**config.mk**
```make
export PLATFORM = sky130hd
export DESIGN_NAME = srcp_cmd_parser
export DESIGN_NICKNAME = d
export VERILOG_FILES = /design/src/srcp_pkg.sv /design/src/srcp_cmd_parser.sv /design/src/srcp_uart_rx.sv
export SDC_FILE = /design/constraint.sdc
export NUM_CORES = 1
export LEC_CHECK = 0
export BUFFER_PORTS_ARGS = -buffer_cell sky130_fd_sc_hd__clkbuf_2
export CAP_MARGIN = 20
export CORE_MARGIN = 2
export CORE_UTILIZATION = 68
export DETAILED_ROUTE_END_ITERATION = 16
export PLACE_DENSITY = 0.87
export SLEW_MARGIN = 20
export SYNTH_ARGS = -nofsm -noshare
export SYNTH_HDL_FRONTEND = slang
export SYNTH_SLANG_ARGS = --single-unit
```
**constraint.sdc**
```tcl
create_clock -name core_clk -period 11.8 [get_ports core_clk]
set_input_delay 0.59 -clock core_clk [delete_from_list [all_inputs] [get_ports core_clk]]
set_output_delay 0.59 -clock core_clk [all_outputs]
set_load 0.01 [all_outputs]
```
**src/srcp_pkg.sv**
```systemverilog
/*
  Shared constants for the serial remote command parser: clock and line rates,
  character codes, the command keyword table and the parameter kinds.
  Assumes a single 250 MHz core clock and 8-N-1 asynchronous serial framing.
*/
package srcp_pkg;

  // clock and line rates
  localparam int CLK_HZ_DEF = 250_000_000;
  localparam int BAUD_300 = 300;
  localparam int BAUD_600 = 600;
  localparam int BAUD_1200 = 1200;
  localparam int BAUD_2400 = 2400;
  localparam int BAUD_4800 = 4800;
  localparam int BAUD_9600 = 9600;
  localparam int BAUD_19200 = 19200;
  localparam int MIN_BIT_CYCLES = 16;
  localparam int DIV_W_DEF = 20;

  // baud select encoding
  localparam logic [2:0] BSEL_300 = 3'h0;
  localparam logic [2:0] BSEL_600 = 3'h1;
  localparam logic [2:0] BSEL_1200 = 3'h2;
  localparam logic [2:0] BSEL_2400 = 3'h3;
  localparam logic [2:0] BSEL_4800 = 3'h4;
  localparam logic [2:0] BSEL_9600 = 3'h5;
  localparam logic [2:0] BSEL_19200 = 3'h6;

  // character framing
  localparam int DATA_BITS = 8;
  localparam logic [3:0] TX_SHIFT_BITS = 4'h9;

  // character codes
  localparam logic [7:0] CH_LF = 8'h0A;
  localparam logic [7:0] CH_CR = 8'h0D;
  localparam logic [7:0] CH_TAB = 8'h09;
  localparam logic [7:0] CH_SP = 8'h20;
  localparam logic [7:0] CH_COLON = 8'h3A;
  localparam logic [7:0] CH_SEMI = 8'h3B;
  localparam logic [7:0] CH_QUERY = 8'h3F;
  localparam logic [7:0] CH_STAR = 8'h2A;
  localparam logic [7:0] CH_DOT = 8'h2E;
  localparam logic [7:0] CH_PLUS = 8'h2B;
  localparam logic [7:0] CH_MINUS = 8'h2D;
  localparam logic [7:0] CH_E = 8'h45;
  localparam logic [7:0] CH_0 = 8'h30;
  localparam logic [7:0] CH_9 = 8'h39;
  localparam logic [7:0] CH_A = 8'h41;
  localparam logic [7:0] CH_Z = 8'h5A;
  localparam logic [7:0] CH_LA = 8'h61;
  localparam logic [7:0] CH_LZ = 8'h7A;
  localparam logic [7:0] CASE_GAP = 8'h20;

  // keyword table
  localparam int NODE_CHARS = 10;
  localparam int NODE_N = 28;
  localparam int MAX_DEPTH = 3;
  typedef logic [4:0] srcp_node_t;
  localparam srcp_node_t NODE_IDN = 5'h01;
  localparam logic [8*NODE_CHARS-1:0] NODE_STR [NODE_N] = '{
    "*CLS      ", "*IDN      ", "*RCL      ", "*SAV      ", "*RST      ", "SYSTEM    ", "ERR       ",
    "FUNCTION  ", "WAVEFORM  ", "FREQUENCY ", "AMPLITUDE ", "VOLTAGE   ", "UNIT      ", "OFFSET    ",
    "DUTY      ", "SOURCE    ", "STATE     ", "MODAM     ", "MODFM     ", "RATE      ", "SPAN      ",
    "SYM       ", "SWEEP     ", "START     ", "STOP      ", "CENTER    ", "SPACING   ", "TRIGGER   "};
  localparam logic [3:0] NODE_LONG [NODE_N] = '{
    4'h4, 4'h4, 4'h4, 4'h4, 4'h4, 4'h6, 4'h3, 4'h8, 4'h8, 4'h9, 4'h9, 4'h7, 4'h4, 4'h6,
    4'h4, 4'h6, 4'h5, 4'h5, 4'h5, 4'h4, 4'h4, 4'h3, 4'h5, 4'h5, 4'h4, 4'h6, 4'h7, 4'h7};
  localparam logic [3:0] NODE_SHORT [NODE_N] = '{
    4'h4, 4'h4, 4'h4, 4'h4, 4'h4, 4'h4, 4'h3, 4'h4, 4'h3, 4'h4, 4'h4, 4'h4, 4'h4, 4'h4,
    4'h4, 4'h4, 4'h4, 4'h5, 4'h5, 4'h3, 4'h4, 4'h3, 4'h3, 4'h4, 4'h4, 4'h4, 4'h4, 4'h4};

  // parameter kinds: none, integer, decimal, exponent form
  typedef enum logic [1:0] {PK_NONE, PK_NR1, PK_NR2, PK_NR3} srcp_pkind_e;

endpackage : srcp_pkg

```
**src/srcp_cmd_parser.sv**
```systemverilog
/*
  Serial remote command front end: receives text commands, splits them into
  header path and parameter, reports each command, and sends replies.
  Assumes the instrument core consumes cmd_* pulses and feeds query answers
  on the rsp_* stream; the host keeps the line rate and format matched.
*/
// What this block does
// - seven selectable line rates, same both ends
// - eight data bits, no parity, one stop
// - terminal equipment: drive txd, sample rxd
// - header, optional parameter, then terminator
// - command identified by full node path
// - line feed ends each command message
// - every reply ends with line feed
// - header letters matched case-insensitively
// - leading whitespace before header is skipped
// - space separates header from parameter
// - abbreviations and semicolon-joined commands accepted
// - identity query answers maker, model, version
// - node matches full keyword or short form
`timescale 1ns/1ps
module srcp_cmd_parser #(
  parameter int CLK_HZ = srcp_pkg::CLK_HZ_DEF,
  parameter int DIV_W = srcp_pkg::DIV_W_DEF,
  parameter int ID_LEN = 15,
  parameter logic [8*ID_LEN-1:0] ID_STR = "XX,SIGGEN,V0.00" // arbitrary identity text
) (
  input wire logic core_clk, // 250 MHz system clock
  input wire logic reset_n, // synchronous reset, active low
  input wire logic [2:0] baud_sel, // line rate select
  input wire logic rxd, // serial receive data
  output logic txd, // serial transmit data
  output logic cmd_valid, // pulse, command parsed
  output logic cmd_err, // pulse, command rejected
  output logic cmd_query, // command is a query
  output logic [1:0] cmd_depth, // nodes in path
  output srcp_pkg::srcp_node_t cmd_node0, // root node index
  output srcp_pkg::srcp_node_t cmd_node1, // second node index
  output srcp_pkg::srcp_node_t cmd_node2, // third node index
  output srcp_pkg::srcp_pkind_e param_kind, // parameter form
  output logic param_bool, // parameter is 0 or 1
  output logic param_neg, // mantissa negative
  output logic [31:0] param_mant, // mantissa digits as integer
  output logic [3:0] param_frac, // digits after point
  output logic param_exp_neg, // exponent negative
  output logic [7:0] param_exp, // exponent magnitude
  input wire logic rsp_valid, // reply byte offered
  input wire logic [7:0] rsp_data, // reply byte
  input wire logic rsp_last, // last reply byte
  output logic rsp_ready // ready for a reply byte this cycle
);
  import srcp_pkg::*;

  localparam logic [DIV_W-1:0] DIV_300 = DIV_W'((CLK_HZ + BAUD_300 / 2) / BAUD_300);
  localparam logic [DIV_W-1:0] DIV_600 = DIV_W'((CLK_HZ + BAUD_600 / 2) / BAUD_600);
  localparam logic [DIV_W-1:0] DIV_1200 = DIV_W'((CLK_HZ + BAUD_1200 / 2) / BAUD_1200);
  localparam logic [DIV_W-1:0] DIV_2400 = DIV_W'((CLK_HZ + BAUD_2400 / 2) / BAUD_2400);
  localparam logic [DIV_W-1:0] DIV_4800 = DIV_W'((CLK_HZ + BAUD_4800 / 2) / BAUD_4800);
  localparam logic [DIV_W-1:0] DIV_9600 = DIV_W'((CLK_HZ + BAUD_9600 / 2) / BAUD_9600);
  localparam logic [DIV_W-1:0] DIV_19200 = DIV_W'((CLK_HZ + BAUD_19200 / 2) / BAUD_19200);

  if ((CLK_HZ / BAUD_300) >= (2 ** DIV_W) || (CLK_HZ / BAUD_19200) < MIN_BIT_CYCLES || ID_LEN < 1 || ID_LEN > 31)
  begin : g_bad_cfg
    $error("srcp_cmd_parser: clock, divider width or identity length unusable");
  end

  typedef enum logic [2:0] {P_LEAD, P_HDR, P_SP, P_PARAM, P_TRAIL, P_BAD} srcp_pstate_e;
  typedef enum logic [1:0] {TF_IDLE, TF_IDN, TF_RSP, TF_LF} srcp_tstate_e;

  logic [DIV_W-1:0] bit_div_q;
  logic [7:0] rx_byte;
  logic rx_valid;
  logic [7:0] uc;
  logic is_ws, is_digit, is_name, is_num, is_end;
  srcp_pstate_e st_q, st_d;
  logic fin, emit, errc;
  logic [8*NODE_CHARS-1:0] nbuf_q;
  logic [3:0] nlen_q;
  srcp_node_t path_q [MAX_DEPTH];
  logic [1:0] depth_q;
  logic bad_q, qry_q, pres_q, sgn_q, dot_q, expm_q, edig_q, idn_req_q;
  logic [3:0] ndig_q;
  logic match_hit;
  srcp_node_t match_idx;
  logic fin_bad;
  logic [31:0] mant_nx;
  logic [7:0] exp_nx;

  // line rate select, unknown codes fall back to 9600
  always_ff @(posedge core_clk)
  begin
    if (!reset_n)
      bit_div_q <= DIV_9600;
    else
      case (baud_sel)
        BSEL_300: bit_div_q <= DIV_300;
        BSEL_600: bit_div_q <= DIV_600;
        BSEL_1200: bit_div_q <= DIV_1200;
        BSEL_2400: bit_div_q <= DIV_2400;
        BSEL_4800: bit_div_q <= DIV_4800;
        BSEL_19200: bit_div_q <= DIV_19200;
        default: bit_div_q <= DIV_9600;
      endcase
  end

  srcp_uart_rx #(.DIV_W(DIV_W)) u_rx (
    .core_clk(core_clk),
    .reset_n(reset_n),
    .bit_div(bit_div_q),
    .rxd(rxd),
    .rx_data(rx_byte),
    .rx_valid(rx_valid),
    .rx_frame_err()
  );

  // character classes
  always_comb
  begin
    uc = (rx_byte >= CH_LA && rx_byte <= CH_LZ) ? rx_byte - CASE_GAP : rx_byte;
    is_ws = (uc == CH_SP) || (uc == CH_TAB) || (uc == CH_CR);
    is_digit = (uc >= CH_0) && (uc <= CH_9);
    is_name = is_digit || (uc >= CH_A && uc <= CH_Z) || (uc == CH_STAR);
    is_num = is_digit || (uc == CH_DOT) || (uc == CH_PLUS) || (uc == CH_MINUS) || (uc == CH_E);
    is_end = (uc == CH_SEMI) || (uc == CH_LF);
    mant_nx = (param_mant << 3) + (param_mant << 1) + {28'h0, uc[3:0]};
    exp_nx = (param_exp << 3) + (param_exp << 1) + {4'h0, uc[3:0]};
  end

  // keyword lookup on the node just collected
  always_comb
  begin
    match_hit = 1'b0;
    match_idx = '0;
    for (int i = 0; i < NODE_N; i++)
    begin
      if (node_eq(NODE_STR[i], nbuf_q, nlen_q) && nlen_q != 4'h0
          && (nlen_q == NODE_LONG[i] || nlen_q == NODE_SHORT[i]))
      begin
        match_hit = 1'b1;
        match_idx = srcp_node_t'(i);
      end
    end
    fin_bad = !match_hit || depth_q == 2'(MAX_DEPTH);
  end

  // message grammar
  always_comb
  begin
    st_d = st_q;
    fin = 1'b0;
    emit = 1'b0;
    errc = 1'b0;
    if (rx_valid)
      case (st_q)
        P_LEAD:
          if (is_name)
            st_d = P_HDR;
          else if (!(is_ws || is_end || uc == CH_COLON))
          begin
            errc = 1'b1;
            st_d = P_BAD;
          end
        P_HDR:
          if (uc == CH_COLON)
            fin = 1'b1;
          else if (uc == CH_QUERY)
          begin
            fin = 1'b1;
            st_d = P_TRAIL;
          end
          else if (is_ws)
          begin
            fin = 1'b1;
            st_d = P_SP;
          end
          else if (is_end)
          begin
            fin = 1'b1;
            emit = 1'b1;
            st_d = P_LEAD;
          end
          else if (!is_name)
          begin
            errc = 1'b1;
            st_d = P_BAD;
          end
        P_SP:
          if (is_num)
            st_d = P_PARAM;
          else if (uc == CH_QUERY)
            st_d = P_TRAIL;
          else if (is_end)
          begin
            emit = 1'b1;
            st_d = P_LEAD;
          end
          else if (!is_ws)
          begin
            errc = 1'b1;
            st_d = P_BAD;
          end
        P_PARAM, P_TRAIL:
          if (is_end)
          begin
            emit = 1'b1;
            st_d = P_LEAD;
          end
          else if (is_ws)
            st_d = P_TRAIL;
          else if (!(st_q == P_PARAM && is_num))
          begin
            errc = 1'b1;
            st_d = P_BAD;
          end
        P_BAD:
          if (is_end)
          begin
            emit = 1'b1;
            st_d = P_LEAD;
          end
        default:
          st_d = P_LEAD;
      endcase
  end

  // header and parameter collection, command report
  always_ff @(posedge core_clk)
  begin
    if (!reset_n)
    begin
      st_q <= P_LEAD;
      nbuf_q <= '0;
      nlen_q <= '0;
      path_q <= '{default: '0};
      depth_q <= '0;
      {bad_q, qry_q, pres_q, sgn_q, dot_q, expm_q, edig_q, idn_req_q} <= '0;
      ndig_q <= '0;
      {cmd_valid, cmd_err, cmd_query, param_bool, param_neg, param_exp_neg} <= '0;
      cmd_depth <= '0;
      {cmd_node0, cmd_node1, cmd_node2} <= '0;
      param_kind <= PK_NONE;
      param_mant <= '0;
      param_frac <= '0;
      param_exp <= '0;
    end
    else
    begin
      st_q <= st_d;
      cmd_valid <= 1'b0;
      cmd_err <= 1'b0;
      idn_req_q <= 1'b0;
      if (rx_valid)
      begin
        if (st_q == P_LEAD && st_d == P_HDR)
        begin
          nbuf_q <= {uc, {(8*NODE_CHARS-8){1'b0}}};
          nlen_q <= 4'h1;
        end
        if (st_q == P_HDR && is_name)
        begin
          if (nlen_q == 4'(NODE_CHARS))
            bad_q <= 1'b1;
          else
          begin
            nbuf_q[8*(NODE_CHARS-1-int'(nlen_q)) +: 8] <= uc;
            nlen_q <= nlen_q + 4'h1;
          end
        end
        if (fin)
        begin
          if (!fin_bad)
          begin
            path_q[depth_q] <= match_idx;
            depth_q <= depth_q + 2'h1;
          end
          bad_q <= bad_q | fin_bad;
          nlen_q <= '0;
        end
        if (uc == CH_QUERY && (st_q == P_HDR || st_q == P_SP))
          qry_q <= 1'b1;
        if (errc)
          bad_q <= 1'b1;
        if (st_d == P_PARAM && (st_q == P_SP || st_q == P_PARAM))
        begin
          pres_q <= 1'b1;
          if (is_digit && expm_q)
          begin
            param_exp <= exp_nx;
            edig_q <= 1'b1;
          end
          else if (is_digit)
          begin
            param_mant <= mant_nx;
            ndig_q <= (ndig_q == 4'hF) ? ndig_q : ndig_q + 4'h1;
            if (dot_q)
              param_frac <= (param_frac == 4'hF) ? param_frac : param_frac + 4'h1;
          end
          else if (uc == CH_DOT)
          begin
            bad_q <= bad_q | dot_q | expm_q;
            dot_q <= 1'b1;
          end
          else if (uc == CH_E)
          begin
            bad_q <= bad_q | expm_q | (ndig_q == 4'h0);
            expm_q <= 1'b1;
          end
          else if (expm_q)
          begin
            bad_q <= bad_q | edig_q;
            param_exp_neg <= (uc == CH_MINUS);
          end
          else
          begin
            bad_q <= bad_q | sgn_q | dot_q | (ndig_q != 4'h0);
            sgn_q <= 1'b1;
            param_neg <= (uc == CH_MINUS);
          end
        end
        if (emit)
        begin
          cmd_err <= bad_q | errc | (fin && fin_bad) | (pres_q && ndig_q == 4'h0) | (expm_q && !edig_q);
          cmd_valid <= !(bad_q | errc | (fin && fin_bad) | (pres_q && ndig_q == 4'h0) | (expm_q && !edig_q));
          cmd_query <= qry_q;
          cmd_depth <= depth_q + {1'b0, fin};
          cmd_node0 <= (fin && depth_q == 2'h0) ? match_idx : path_q[0];
          cmd_node1 <= (fin && depth_q == 2'h1) ? match_idx : path_q[1];
          cmd_node2 <= (fin && depth_q == 2'h2) ? match_idx : path_q[2];
          param_kind <= !pres_q ? PK_NONE : expm_q ? PK_NR3 : dot_q ? PK_NR2 : PK_NR1;
          param_bool <= pres_q && !expm_q && !dot_q && !sgn_q && ndig_q == 4'h1 && param_mant <= 32'h1;
          idn_req_q <= !bad_q && qry_q && depth_q == 2'h1 && path_q[0] == NODE_IDN;
          nlen_q <= '0;
          depth_q <= '0;
          path_q <= '{default: '0};
          {bad_q, qry_q, pres_q, sgn_q, dot_q, expm_q, edig_q} <= '0;
          ndig_q <= '0;
        end
        if (st_q != P_PARAM && st_d == P_PARAM)
        begin
          param_mant <= is_digit ? {28'h0, uc[3:0]} : 32'h0;
          param_frac <= '0;
          param_exp <= '0;
          param_neg <= (uc == CH_MINUS);
          param_exp_neg <= 1'b0;
          ndig_q <= is_digit ? 4'h1 : 4'h0;
          dot_q <= (uc == CH_DOT);
          sgn_q <= (uc == CH_PLUS) || (uc == CH_MINUS);
          bad_q <= bad_q | (uc == CH_E);
        end
      end
    end
  end

  // reply feeder and transmitter
  srcp_tstate_e tf_q;
  logic idn_pend_q;
  logic [4:0] idn_ptr_q;
  logic tx_load;
  logic [7:0] tx_byte;
  logic [8:0] tx_shift_q;
  logic [3:0] tx_bits_q;
  logic [DIV_W-1:0] tx_cnt_q;
  logic tx_busy_q;

  always_comb
  begin
    tx_load = 1'b0;
    tx_byte = CH_LF;
    case (tf_q)
      TF_IDN:
      begin
        tx_load = !tx_busy_q;
        tx_byte = ID_STR[8*(ID_LEN-1-int'(idn_ptr_q)) +: 8];
      end
      TF_RSP:
      begin
        tx_load = rsp_valid && rsp_ready;
        tx_byte = rsp_data;
      end
      TF_LF:
        tx_load = !tx_busy_q;
      default:
        tx_load = 1'b0;
    endcase
  end

  always_ff @(posedge core_clk)
  begin
    if (!reset_n)
    begin
      tf_q <= TF_IDLE;
      idn_pend_q <= 1'b0;
      idn_ptr_q <= '0;
      rsp_ready <= 1'b0;
    end
    else
    begin
      idn_pend_q <= idn_req_q || (idn_pend_q && tf_q != TF_IDLE); // request wins over clear
      rsp_ready <= (tf_q == TF_RSP) && !tx_busy_q && !tx_load && !(rsp_ready && rsp_valid);
      case (tf_q)
        TF_IDLE:
          if (idn_pend_q)
          begin
            tf_q <= TF_IDN;
            idn_ptr_q <= '0;
          end
          else if (rsp_valid)
            tf_q <= TF_RSP;
        TF_IDN:
          if (tx_load)
          begin
            idn_ptr_q <= idn_ptr_q + 5'h1;
            if (idn_ptr_q == 5'(ID_LEN - 1))
              tf_q <= TF_LF;
          end
        TF_RSP:
          if (tx_load && rsp_last)
            tf_q <= TF_LF;
        TF_LF:
          if (tx_load)
            tf_q <= TF_IDLE;
        default:
          tf_q <= TF_IDLE;
      endcase
    end
  end

  always_ff @(posedge core_clk)
  begin
    if (!reset_n)
    begin
      txd <= 1'b1;
      tx_shift_q <= '1;
      tx_bits_q <= '0;
      tx_cnt_q <= '0;
      tx_busy_q <= 1'b0;
    end
    else if (tx_load)
    begin
      txd <= 1'b0;
      tx_shift_q <= {1'b1, tx_byte};
      tx_bits_q <= TX_SHIFT_BITS;
      tx_cnt_q <= bit_div_q - 1'b1;
      tx_busy_q <= 1'b1;
    end
    else if (tx_busy_q)
    begin
      if (tx_cnt_q != '0)
        tx_cnt_q <= tx_cnt_q - 1'b1;
      else if (tx_bits_q == 4'h0)
        tx_busy_q <= 1'b0;
      else
      begin
        txd <= tx_shift_q[0];
        tx_shift_q <= {1'b1, tx_shift_q[8:1]};
        tx_bits_q <= tx_bits_q - 4'h1;
        tx_cnt_q <= bit_div_q - 1'b1;
      end
    end
  end

  function automatic logic node_eq(input logic [8*NODE_CHARS-1:0] key, input logic [8*NODE_CHARS-1:0] got,
                                   input logic [3:0] len);
    logic eq;
    eq = 1'b1;
    for (int k = 0; k < NODE_CHARS; k++)
      if (k < int'(len) && key[8*(NODE_CHARS-1-k) +: 8] != got[8*(NODE_CHARS-1-k) +: 8])
        eq = 1'b0;
    return eq;
  endfunction : node_eq

endmodule : srcp_cmd_parser

```
**src/srcp_uart_rx.sv**
```systemverilog
/*
  Asynchronous serial receiver, 8 data bits, no parity, one stop bit.
  Assumes rxd is already synchronous to core_clk and bit_div holds clocks per bit.
*/
`timescale 1ns/1ps
module srcp_uart_rx #(
  parameter int DIV_W = srcp_pkg::DIV_W_DEF
) (
  input wire logic core_clk, // system clock
  input wire logic reset_n, // synchronous reset, active low
  input wire logic [DIV_W-1:0] bit_div, // clocks per bit
  input wire logic rxd, // serial line in, idles high
  output logic [7:0] rx_data, // received byte
  output logic rx_valid, // one-cycle pulse, byte good
  output logic rx_frame_err // one-cycle pulse, stop bit low
);
  import srcp_pkg::*;

  typedef enum logic [1:0] {RX_IDLE, RX_START, RX_DATA, RX_STOP} srcp_rx_state_e;

  srcp_rx_state_e st_q;
  logic [DIV_W-1:0] cnt_q;
  logic [2:0] bit_q;

  always_ff @(posedge core_clk)
  begin
    if (!reset_n)
    begin
      st_q <= RX_IDLE;
      cnt_q <= '0;
      bit_q <= '0;
      rx_data <= '0;
      rx_valid <= 1'b0;
      rx_frame_err <= 1'b0;
    end
    else
    begin
      rx_valid <= 1'b0;
      rx_frame_err <= 1'b0;
      if (cnt_q != '0)
        cnt_q <= cnt_q - 1'b1;
      case (st_q)
        RX_IDLE:
          if (!rxd)
          begin
            st_q <= RX_START;
            cnt_q <= bit_div >> 1;
          end
        RX_START:
          if (cnt_q == '0)
          begin
            if (rxd)
              st_q <= RX_IDLE; // glitch, not a start bit
            else
            begin
              st_q <= RX_DATA;
              cnt_q <= bit_div - 1'b1;
              bit_q <= '0;
            end
          end
        RX_DATA:
          if (cnt_q == '0)
          begin
            rx_data <= {rxd, rx_data[7:1]};
            cnt_q <= bit_div - 1'b1;
            bit_q <= bit_q + 1'b1;
            if (bit_q == 3'(DATA_BITS - 1))
              st_q <= RX_STOP;
          end
        RX_STOP:
          if (cnt_q == '0)
          begin
            rx_valid <= rxd;
            rx_frame_err <= !rxd;
            st_q <= RX_IDLE;
          end
        default:
          st_q <= RX_IDLE;
      endcase
    end
  end

endmodule : srcp_uart_rx

```
== Word-level counts from Yosys, hierarchy flattened ==
Cells that the tools add are included.
Word-level totals
  bits in registers: 282
  output and inout bits: 71
  input bits: 16
  logic and storage cells: 1063
Cells by class
  shifts and indexed selects: 3
  order comparisons: 19
  reduce and logical (&&, ||, !) cells: 274
  add/subtract/negate cells: 19
  multiplexer cells: 509
  bitwise gates (word level): 18
  eq/ne operators: 175
Operator list (number)
  $ne A7 B8 Y1 const A: 88
  $mux W80: 5
  $mux W1: 375
  $logic_and A1 B1 Y1: 183
  $mux W20: 9
  $mux W5: 32
  $mux W32: 4
  $pmux W20 S6: 1
  $shiftx A120 B9 Y8 const A: 1
  $mux W4: 22
  $bwmux W80: 1
  $shift A8 B33 Y80 const A: 1
  $shiftx A8 B33 Y80: 1
  $eq A8 B6 Y1 const B: 8
  $mux W8: 8
  $ne A6 B8 Y1 const A: 8
  $pmux W20 S3: 1
  $sub A20 B1 Y20 const B: 3
  $mux W3: 19
  $mux W15: 3
  $reduce_bool A20 Y1: 2
  $mux W2: 18
  $neg A8 Y33: 1
  $add A32 B32 Y32: 1
  other kinds (71): 222

== Logic depth before layout (Yosys ltp) ==
Gate-level depths: netlist of run 1.
  word-level depth: 52
  depth in mapped cells: 19
  gate-level depth less buffers: 16

== Hierarchy ==
From an unflattened synthesis of run 1, not the netlist that was laid out.
Unflattened totals
  cell total of the unflattened synthesis: 2552
  area total of the unflattened synthesis: 19626.3 µm²
By module, submodules not included
  srcp_cmd_parser: sequential area each 4964.8 µm², times used 1, cells an instance 2223, area each 17003.8 µm²
  srcp_uart_rx: sequential area each 700.7 µm², times used 1, cells an instance 329, area each 2622.5 µm²

== Least setup slack after synthesis of run 1 ==
OpenSTA, ideal clock, no wires.
  path kind: reg-to-reg
  start point: register nlen_q[1]
  end point: register nbuf_q[40]
  clock period less this slack: 3.818 ns
  buffers on the path: 2
  path slack: 7.982 ns
  arrival: 3.701 ns
  stages on the path, launching flop included: 18
  required time: 11.683 ns
  library setup time: 0.117 ns
  cells stage by stage: dfxtp_1 clkbuf_1 inv_1 ha_1 inv_1 ha_1 clkbuf_1 nand3b_1 nand2b_1 ha_1 or4_1 nor2_1 o21bai_1 nor4_1 nand3_1 o21ai_1 a21oi_2 a22o_1
On the way
  cells in the longest elaborated chain, start to end: 6
Ends and longest elaborated chain
  start, declared: line srcp_cmd_parser.sv:78  | logic [3:0] nlen_q;
  start signal, assigned: line srcp_cmd_parser.sv:266  | nlen_q <= nlen_q + 4'h1;
  $sub A4 B4 Y5: line srcp_cmd_parser.sv:265  | nbuf_q[8*(NODE_CHARS-1-int'(nlen_q)) +: 8] <= uc;
  $neg A8 Y33: line srcp_cmd_parser.sv:265
  $shiftx A8 B33 Y80 or $shift A8 B33 Y80 (tied branches): line srcp_cmd_parser.sv:265
  $bwmux W80: line srcp_cmd_parser.sv:265
  $mux W80 (*): line srcp_cmd_parser.sv:261  | if (nlen_q == 4'(NODE_CHARS))
  $mux W80 (*): line srcp_cmd_parser.sv:259  | if (st_q == P_HDR && is_name)
  end signal, assigned: line srcp_cmd_parser.sv:256  | nbuf_q <= {uc, {(8*NODE_CHARS-8){1'b0}}};
  end signal, assigned by index: line srcp_cmd_parser.sv:265
  end, declared: line srcp_cmd_parser.sv:77  | logic [8*NODE_CHARS-1:0] nbuf_q;
Every way passes the cells marked *; elsewhere a longest branch is shown, timed or not.
A chain may end at the register's enable or synchronous reset.

== Worst setup path in the final report of run 1 ==
  start point: register nlen_q[1]
  end point: register cmd_err
On the way
  cells in the longest elaborated chain, start to end: 48
Ends and longest elaborated chain
  $lt A1 B4 Y1: line srcp_cmd_parser.sv:467  | if (k < int'(len) && key[8*(NODE_CHARS-1-k) +: 8] != got[8*(NODE_CHARS-1-k) +: 8])
  $logic_and A1 B1 Y1: line srcp_cmd_parser.sv:467
  $mux W1 (10 in a row): line srcp_cmd_parser.sv:467
  $logic_and A1 B1 Y1: line srcp_cmd_parser.sv:136  | if (node_eq(NODE_STR[i], nbuf_q, nlen_q) && nlen_q != 4'h0
  $logic_and A1 B1 Y1: line srcp_cmd_parser.sv:137  | && (nlen_q == NODE_LONG[i] || nlen_q == NODE_SHORT[i]))
  $mux W1 (27 in a row): line srcp_cmd_parser.sv:136
  $mux W1 (*): line srcp_cmd_parser.sv:136
  $logic_not A1 Y1 (*): line srcp_cmd_parser.sv:143  | fin_bad = !match_hit || depth_q == 2'(MAX_DEPTH);
  $logic_or A1 B1 Y1 (*): line srcp_cmd_parser.sv:143
  $logic_and A1 B1 Y1 (*): line srcp_cmd_parser.sv:322  | cmd_err <= bad_q | errc | (fin && fin_bad) | (pres_q && ndig_q == 4'h0) | (expm_q && !edig_q);
  $or A1 B1 Y1 (*) (3 in a row): line srcp_cmd_parser.sv:322
  end signal, assigned: line srcp_cmd_parser.sv:322
  end, declared: line srcp_cmd_parser.sv:34  | output logic cmd_err,
Marks and branches as above.

==> impl_results.md, run 1 <==
- Status: completed
- Final worst setup slack: 7040 ps
- R2R Setup Slk: 7040 ps
- Max Cap Viol: 0
- Tot GR Track Use: between 40 and 50%
- Clk Latency, worst-skew pair: between 500 and 600 ps
- GR Overflow Total: 0
- Core Util, Final: 75.2%
- Endpoints failing setup: 0
- Minimum clock period after layout: 4760 ps
- Hold Fails Final Rpt: 0
- Core area: 27000 sq um
- Root buffer cell: clkbuf_16
- Period Utilization, post-route: around two fifths
- CP startpoint kind: flop
- CP arrival: 5240 ps
- Synth area leader: dfxtp_1
- Clk pin slew, worst setup/hold paths: 70 ps
- Lkg Pwr: 7.98 nW
- Design area: 20300 sq um
- Resize count post-CTS: 0
- PwrDens: between 100 and 150 nW/um^2
- Via density: roughly 7.1
- Place WS: 7200 ps
- Post-synth net total: between 2000 and 2500
- Worst VDD drop: 0.333 mV
- IO Pins: 87
- Post-CTS Setup Bufs: 0
- Fin nets: ~2500
- Share of layout cells above drive strength 1: under 10%
- Initial antenna violation count: 0
- Final Non-Filler Cells: 2745
- Vias: 19400
- Critical path fanouts, max: 15
- Worst hold stages: 2
- Hpwl dp: 43200 microns
- Internal: 0.00187 W
- Critical Path Sink Type: flop
- Register bit count reported by yosys: ~280
- Area post-placement: 19300 sq um
- Worst-margin pin slew: roughly 1100 ps
- Seq/Total Area, Yosys: between 30% and 40%
- Starting density of the core: 69.6%
- Ys async rst share: 0%
- Relative slew slack: 25.7%
- Mean Syn Cell Area: 7.92 sq um
- Max clock buf depth: 3
- Crit path kind: flop to flop
- DRC viols: 0
- Clock Power Share: 34.0%
- Vias in the first global route: 17800
- Area fraction of the dominant cell type after synthesis: approximately 30%
- Largest net degree at the start of global routing: 73
- Class of the worst hold path: primary input to flop
- Flop pwr share: 36.1%
- Syn. warnings: 0
- Count leader, synth: dfxtp_1
- Clock Sinks: around 280
- HP Start: rsp_valid
- Row cnt: 60
- Synth cell types: 106
- DRT Wirelength: 60200 microns
- CTS tree: done
- CTS Buf Count: 31
- Net Sw Power: 0.00110 W
- Mapped Area: 18800 sq um
- Die Area: 29000 sq um
- Die height: between 150 and 200 microns
- DIE WIDTH: 170 microns
- P&R area growth vs syn: 8.16%
- Post-route ant nets: 0
- CP required: 12280 ps
- Comb power frac: 29.9%
- Reg-to-Reg End: cmd_err$_SDFF_PN0_
- Synth Flop Type: dfxtp_1
- Final GP Congestion: 1.06
- First-pass GRT wire length: 95600 microns
- Total Negative Setup Slacks: 0 ps
- Number of buffers added on ports: 86
- Clk_skew: 30.3 ps
- Hold EP: rsp_ready$_SDFF_PN0_
- RSZ-0062 raised after global routing: false
- # fillers: approximately 1900
- Post-Syn Instances: 2373
- Number of H-tree levels: 1
- Fmax: 210 MHz
- Top cells by count, synth: dfxtp_1, nand2_1, nor2_1
- Fin. max-slew vios: 0
- Path depth of the worst reg2reg path: 12
- EDFF count, synth: 0
- DRT iter0 DRCs: 2934
- Drt pass-1 iters: 6
- Worst R2R Start: nlen_q[1]$_SDFFE_PN0P_
- # hold bufs at CTS: 0
- Net Sw Frac: a little under two fifths
- DR WL/cell: ~22 microns
- Placed cells: 2687
- Largest cells by area after synthesis: dfxtp_1, ha_1, a21oi_1, nand2_1, nor2_1
[final cells by class]
type | instances | area [sq um] | share of cell area (%)
Clock buffer | 39 | 856 | 4.21
Antenna cell | 1 | 2.50 | 0.0123
Tap cell | 341 | 427 | 2.10
Timing Repair Buffer | 102 | 551 | 2.71
Multi-Input combinational cell | 1898 | 12400 | 61.0
Clock inverter | 18 | 203 | 0.997
Sequential cell | 282 | 5650 | 27.8
Inverter | 64 | 243 | 1.19
[layout by cell type, fill, tap and decap left out, types with 12 or more instances in the layout]
| cell type | netlist | final |
|---|---|---|
| a211oi_1 | 28 | 28 |
| a21o_1 | 20 | 20 |
| a21oi_1 | 190 | 190 |
| a22o_1 | 30 | 30 |
| a22oi_1 | 17 | 17 |
| a31oi_1 | 47 | 47 |
| a41oi_1 | 18 | 18 |
| and2_1 | 31 | 31 |
| and3_1 | 21 | 21 |
| buf_4 | 5 | 16 |
| clkbuf_16 | 0 | 31 |
| clkbuf_2 | 1 | 86 |
| dfxtp_1 | 282 | 282 |
| ha_1 | 106 | 106 |
| inv_1 | 63 | 62 |
| mux2i_1 | 25 | 25 |
| nand2_1 | 234 | 234 |
| nand2b_1 | 23 | 23 |
| nand3_1 | 114 | 114 |
| nand3b_1 | 16 | 16 |
| nand4_1 | 38 | 38 |
| nand4b_1 | 12 | 12 |
| nor2_1 | 221 | 219 |
| nor2b_1 | 36 | 36 |
| nor3_1 | 67 | 66 |
| nor3b_1 | 12 | 12 |
| nor4_1 | 42 | 42 |
| nor4b_1 | 15 | 14 |
| o211ai_1 | 23 | 23 |
| o21ai_0 | 111 | 111 |
| o2bb2ai_1 | 38 | 38 |
| o31ai_1 | 15 | 15 |
| or3_1 | 22 | 22 |
| xnor2_1 | 56 | 56 |
| xor2_1 | 32 | 32 |
[how the worst max path moves through the flow]
stage                               to  cells after the start  slack, ps                    from
2_1_floorplan  nbuf_q[40]$_SDFFE_PN0P_                     17       7980  nlen_q[1]$_SDFFE_PN0P_
3_3_place_gp        cmd_err$_SDFF_PN0_                     12       7430  nlen_q[1]$_SDFFE_PN0P_
3_5_place_dp   nbuf_q[58]$_SDFFE_PN0P_                     15       7200  nlen_q[2]$_SDFFE_PN0P_
4_1_cts        nbuf_q[56]$_SDFFE_PN0P_                     15       7180  nlen_q[2]$_SDFFE_PN0P_
5_1_grt        nbuf_q[56]$_SDFFE_PN0P_                     15       6700  nlen_q[2]$_SDFFE_PN0P_
6_report            cmd_err$_SDFF_PN0_                     12       7040  nlen_q[1]$_SDFFE_PN0P_
[cells by family after synthesis]
| group | share of synthesized area (%) |
|---|---|
| simple gates | 27.2 |
| compound gates | 25.3 |
| flops | 30.0 |
| buf+inv | 4.20 |
| fa+ha+maj | 7.48 |
| xor+xnor | 4.10 |
| mux | 1.69 |
[routing by layer]
metal | global-route usage, % | routed length, microns | up-vias
met3 | 6.12 | 6350 | 195
li1 | - | - | 8868
met2 | 64.6 | 26600 | 1320
met1 | 55.8 | 24800 | 9066
met5 | 0 | 0 | -
met4 | 16.6 | 2530 | 0
[worst max-delay path, stage by stage, from the launching register on]
cell       delay (ps)
dfxtp_1           480
inv_1             290
ha_1              510
nor3b_2           810
a41oi_1           290
nor3_1            600
nand4b_1          230
and4_1            280
o2111ai_2         200
o41ai_2           260
a21bo_1           260
a311o_1           310
nor2b_1           140
[metrics by stage]
step,total power [W],hold slack (ps)
after detailed placement,0.00194,448
after CTS,0.00294,245
after global placement,0.00189,434
final,0.00298,240
after floorplan,0.00178,413
after global routing,0.00313,253
[power groups by stage]
stage / combinational (W) / sequential, W / clock, W
2_1_floorplan: 0.000705 / 0.00108 / 0
6_report: 0.000890 / 0.00108 / 0.00101
3_3_place_gp: 0.000803 / 0.00109 / 0
4_1_cts: 0.000858 / 0.00107 / 0.00101
5_1_grt: 0.000998 / 0.00108 / 0.00105
3_5_place_dp: 0.000845 / 0.00109 / 0
[state kept, by name (all words and copies together) (netlist names), 8 cells and up, named ones only]
| register | cells |
|---|---|
| param_exp | 8 |
| nbuf_q | 80 |
| tx_cnt_q | 20 |
| bit_div_q | 20 |
| tx_shift_q | 8 |
| path_q | 15 |
| u_rx.cnt_q | 20 |
| param_mant | 32 |
| u_rx.rx_data | 8 |
No activity file was read; power rests on OpenSTA's default activity.
==> run 2, diff against run 1 <==
--- a/config.mk
+++ b/config.mk
@@ -8,9 +8,9 @@
 export BUFFER_PORTS_ARGS = -buffer_cell sky130_fd_sc_hd__clkbuf_2
 export CAP_MARGIN = 20
 export CORE_MARGIN = 2
-export CORE_UTILIZATION = 68
+export CORE_UTILIZATION = 63
 export DETAILED_ROUTE_END_ITERATION = 16
-export PLACE_DENSITY = 0.87
+export PLACE_DENSITY = 0.81
 export SLEW_MARGIN = 20
 export SYNTH_ARGS = -nofsm -noshare
 export SYNTH_HDL_FRONTEND = slang
==> constraint.sdc (replaced) <==
create_clock -name core_clk -period 4.9 [get_ports core_clk]
set_input_delay 0.245 -clock core_clk [delete_from_list [all_inputs] [get_ports core_clk]]
set_output_delay 0.245 -clock core_clk [all_outputs]
set_load 0.01 [all_outputs]
==> run 2 against run 1 <==
  * Sequential cell count unchanged
  * Critical endpoint is now path_q[6]$_SDFFE_PN0P_
  * First-iteration DRC count fell by 30%
  * Final cell count grew 2.5%
  * Fmax increased by 4.3%
  * Clock power up 150%
  * Sequential power up 140%
  * Largest cell class unchanged
  * Critical path depth increased by 1
  * Global-route usage fell by 2.9 points
  * Critical path type unchanged
  * Combinational power rose by 140%
  * Die area grew 7.7%
  * Sequential share of layout area is 0.33 points lower
==> impl_results.md, run 2 (synthesis gave the netlist of run 1 again) <==
- Final GP Congestion: 1.07
- Crit path kind: flop to flop
- Crit path cell chain: inv_1, ha_1, nor3b_2, buf_4, a41oi_1, nor3_1, a31oi_1, a31o_1, o2111ai_2, o41ai_2, nor2_1, mux2i_1, nor2_1
- Clock Sinks: around 280
- GR Overflow Total: 0
- Die Area: approximately 31000 sq um
- DRT iter0 DRCs: 2040
- DRC viols: 0
- Clk_skew: 14.4 ps
- Endpoints failing setup: 0
- Core area: between 20000 and 30000 sq um
- Max clock buf depth: 3
- Hold Fails Final Rpt: 0
- Class of the worst hold path: primary input to flop
- Most frequent cells in the layout: dfxtp_1, nand2_1, nor2_1, a21oi_1, nand3_1
- Relative slew slack: a little under a third
- IO Pins: 87
- Worst-margin pin slew: 1010 ps
- Most common cell after layout, fill and taps aside: dfxtp_1
- CP delay by family, top: compound AO/OA/AOI/OAI gates
- Met1 GRT Util: 51.8%
- Vias: 19200
- Fin nets: between 2000 and 3000
- Crit path top cell by count: nor2_1
- Die height: 177 microns
- Max Cap Viol: 0
- Fin. max-slew vios: 0
- Critical Path Sink Type: flop
- CP required: 5340 ps
- Minimum clock period after layout: 4570 ps
- Number of H-tree levels: 1
- Largest stage delay on the critical path: 860 ps
- GRT met2 Usage: 59.6%
- Row cnt: 63
- Overall power: 0.00721 W
- Resize count post-CTS: 0
- Met3 Usage GRT: 8.08%
- Starting density of the core: 63.8%
- # fillers: roughly 2400
- First-pass GRT wire length: 95900 microns
- Number of buffers added on ports: 86
- Vias in the first global route: 17700
- DIE WIDTH: 177 microns
- CP max stage cell: o41ai_2
- DRT Wirelength: 60700 microns
- PwrDens: 350 nW/um^2
- Root buffer cell: clkbuf_16
- Period Utilization, post-route: 93.2%
- Max reg flops: 80
- CTS tree: done
- Top Registers: nbuf_q: 80 flops, param_mant: 32 flops
- DR WL/cell: 21.6 microns
- CP startpoint kind: flop
- Clk Latency, worst-skew pair: 580 ps
- Tot GR Track Use: 37.9%
- Status: completed
- Hpwl dp: ~44000 microns
- Lkg Pwr: ~8.1 nW
- Most flop-heavy register: nbuf_q
- P&R area growth vs syn: 9.48%
- RSZ-0062 raised after global routing: false
- Via density: 6.84
- Initial antenna violation count: 0
- Busiest layer in global routing: met2
- Core Util, Final: 69.8%
- Clk pin slew, worst setup/hold paths: 60 ps
- Drt pass-1 iters: 9
- Share of layout cells above drive strength 1: 10.1%
- CP Buf/Inv Count: 2
- Worst VDD drop: between 0.4 and 0.5 mV
- Critical path fanouts, max: 15
- Post-route ant nets: 0
- Total Negative Setup Slacks: 0 ps
- CP arrival: 5000 ps
- CTS Buf Count: 31
- Fmax: 219 MHz
- Largest net degree at the start of global routing: 72
==> run 2: cell count changes in the layout (fill, tap and decap cells not counted), sizes merged <==
cell / previous run / this run
clkinv: 9 / 6
clkbuf: 125 / 128
buf: 16 / 33
inv: 67 / 64
bufinv: 3 / 5
dlygate4sd3: 0 / 4
==> run 2: path summary, 6_finish.rpt <==
kind / start / end / slack, ps / cells after the start
worst min-delay path: rsp_data[3] / tx_shift_q[3]$_SDFFE_PN1P_ / 20 / 3
worst max-delay path: nlen_q[1]$_SDFFE_PN0P_ / path_q[6]$_SDFFE_PN0P_ / 330 / 13
worst min register to register: param_kind[0]$_SDFFE_PN0P_ / param_kind[0]$_SDFFE_PN0P_ / 450 / 2
worst max register to register: nlen_q[1]$_SDFFE_PN0P_ / path_q[6]$_SDFFE_PN0P_ / 330 / 13
==> run 2: final cells by class <==
class                      count  area [sq um]  area share, %
multi-input combinational   1898         12400           60.2
sequential                   282          5650           27.4
clock buffer                  42           877           4.26
timing repair buffer         123           718           3.49
tap                          390           488           2.37
inverter                      64           243           1.18
clock inverter                14           221           1.08
antenna                        1          2.50         0.0122
==> run 2: worst register-to-register path, cell delays in order, from the launching register on <==
cell and delay, ps:
dfxtp_1 600, inv_1 260, ha_1 450, nor3b_2 270, buf_4 200, a41oi_1 440, nor3_1 240, a31oi_1 240
a31o_1 180, o2111ai_2 240, o41ai_2 860, nor2_1 180, mux2i_1 210, nor2_1 50
==> run 2: per-stage QoR <==
| stage | setup slack [ps] | cells | area (sq um) | hold WS (ps) |
|---|---|---|---|---|
| 5_1_grt | 70.5 | 2813 | 20600 | 39.8 |
| 4_1_cts | 522 | 2813 | 20600 | 7.10 |
| 3_5_place_dp | 553 | 2753 | 19400 | 448 |
| 6_report | 333 | 2814 | 20600 | 18.1 |
| 2_1_floorplan | 1080 | 2373 | 18800 | 358 |
| 3_3_place_gp | 740 | 2753 | 19400 | 442 |
==> run 2: power breakdown <==
part | switching [W] | internal [W]
sequential | 0.000144 | 0.00244
combinational | 0.00145 | 0.000668
clock | 0.000992 | 0.00152
total | 0.00258 | 0.00463
==> run 2: per-layer routing <==
metal | vias to the layer above | part of all wire [%]
met5 | - | 0
met4 | 0 | 3.5
met3 | 195 | 10
met2 | 1107 | 44
met1 | 9049 | 42
li1 | 8898 | -
==> run 2: timing repair <==
item | in CTS | in global routing
buffers inserted | 0 | 0
hold endpoints to repair | 6 | 0
hold buffers | 4 | 0
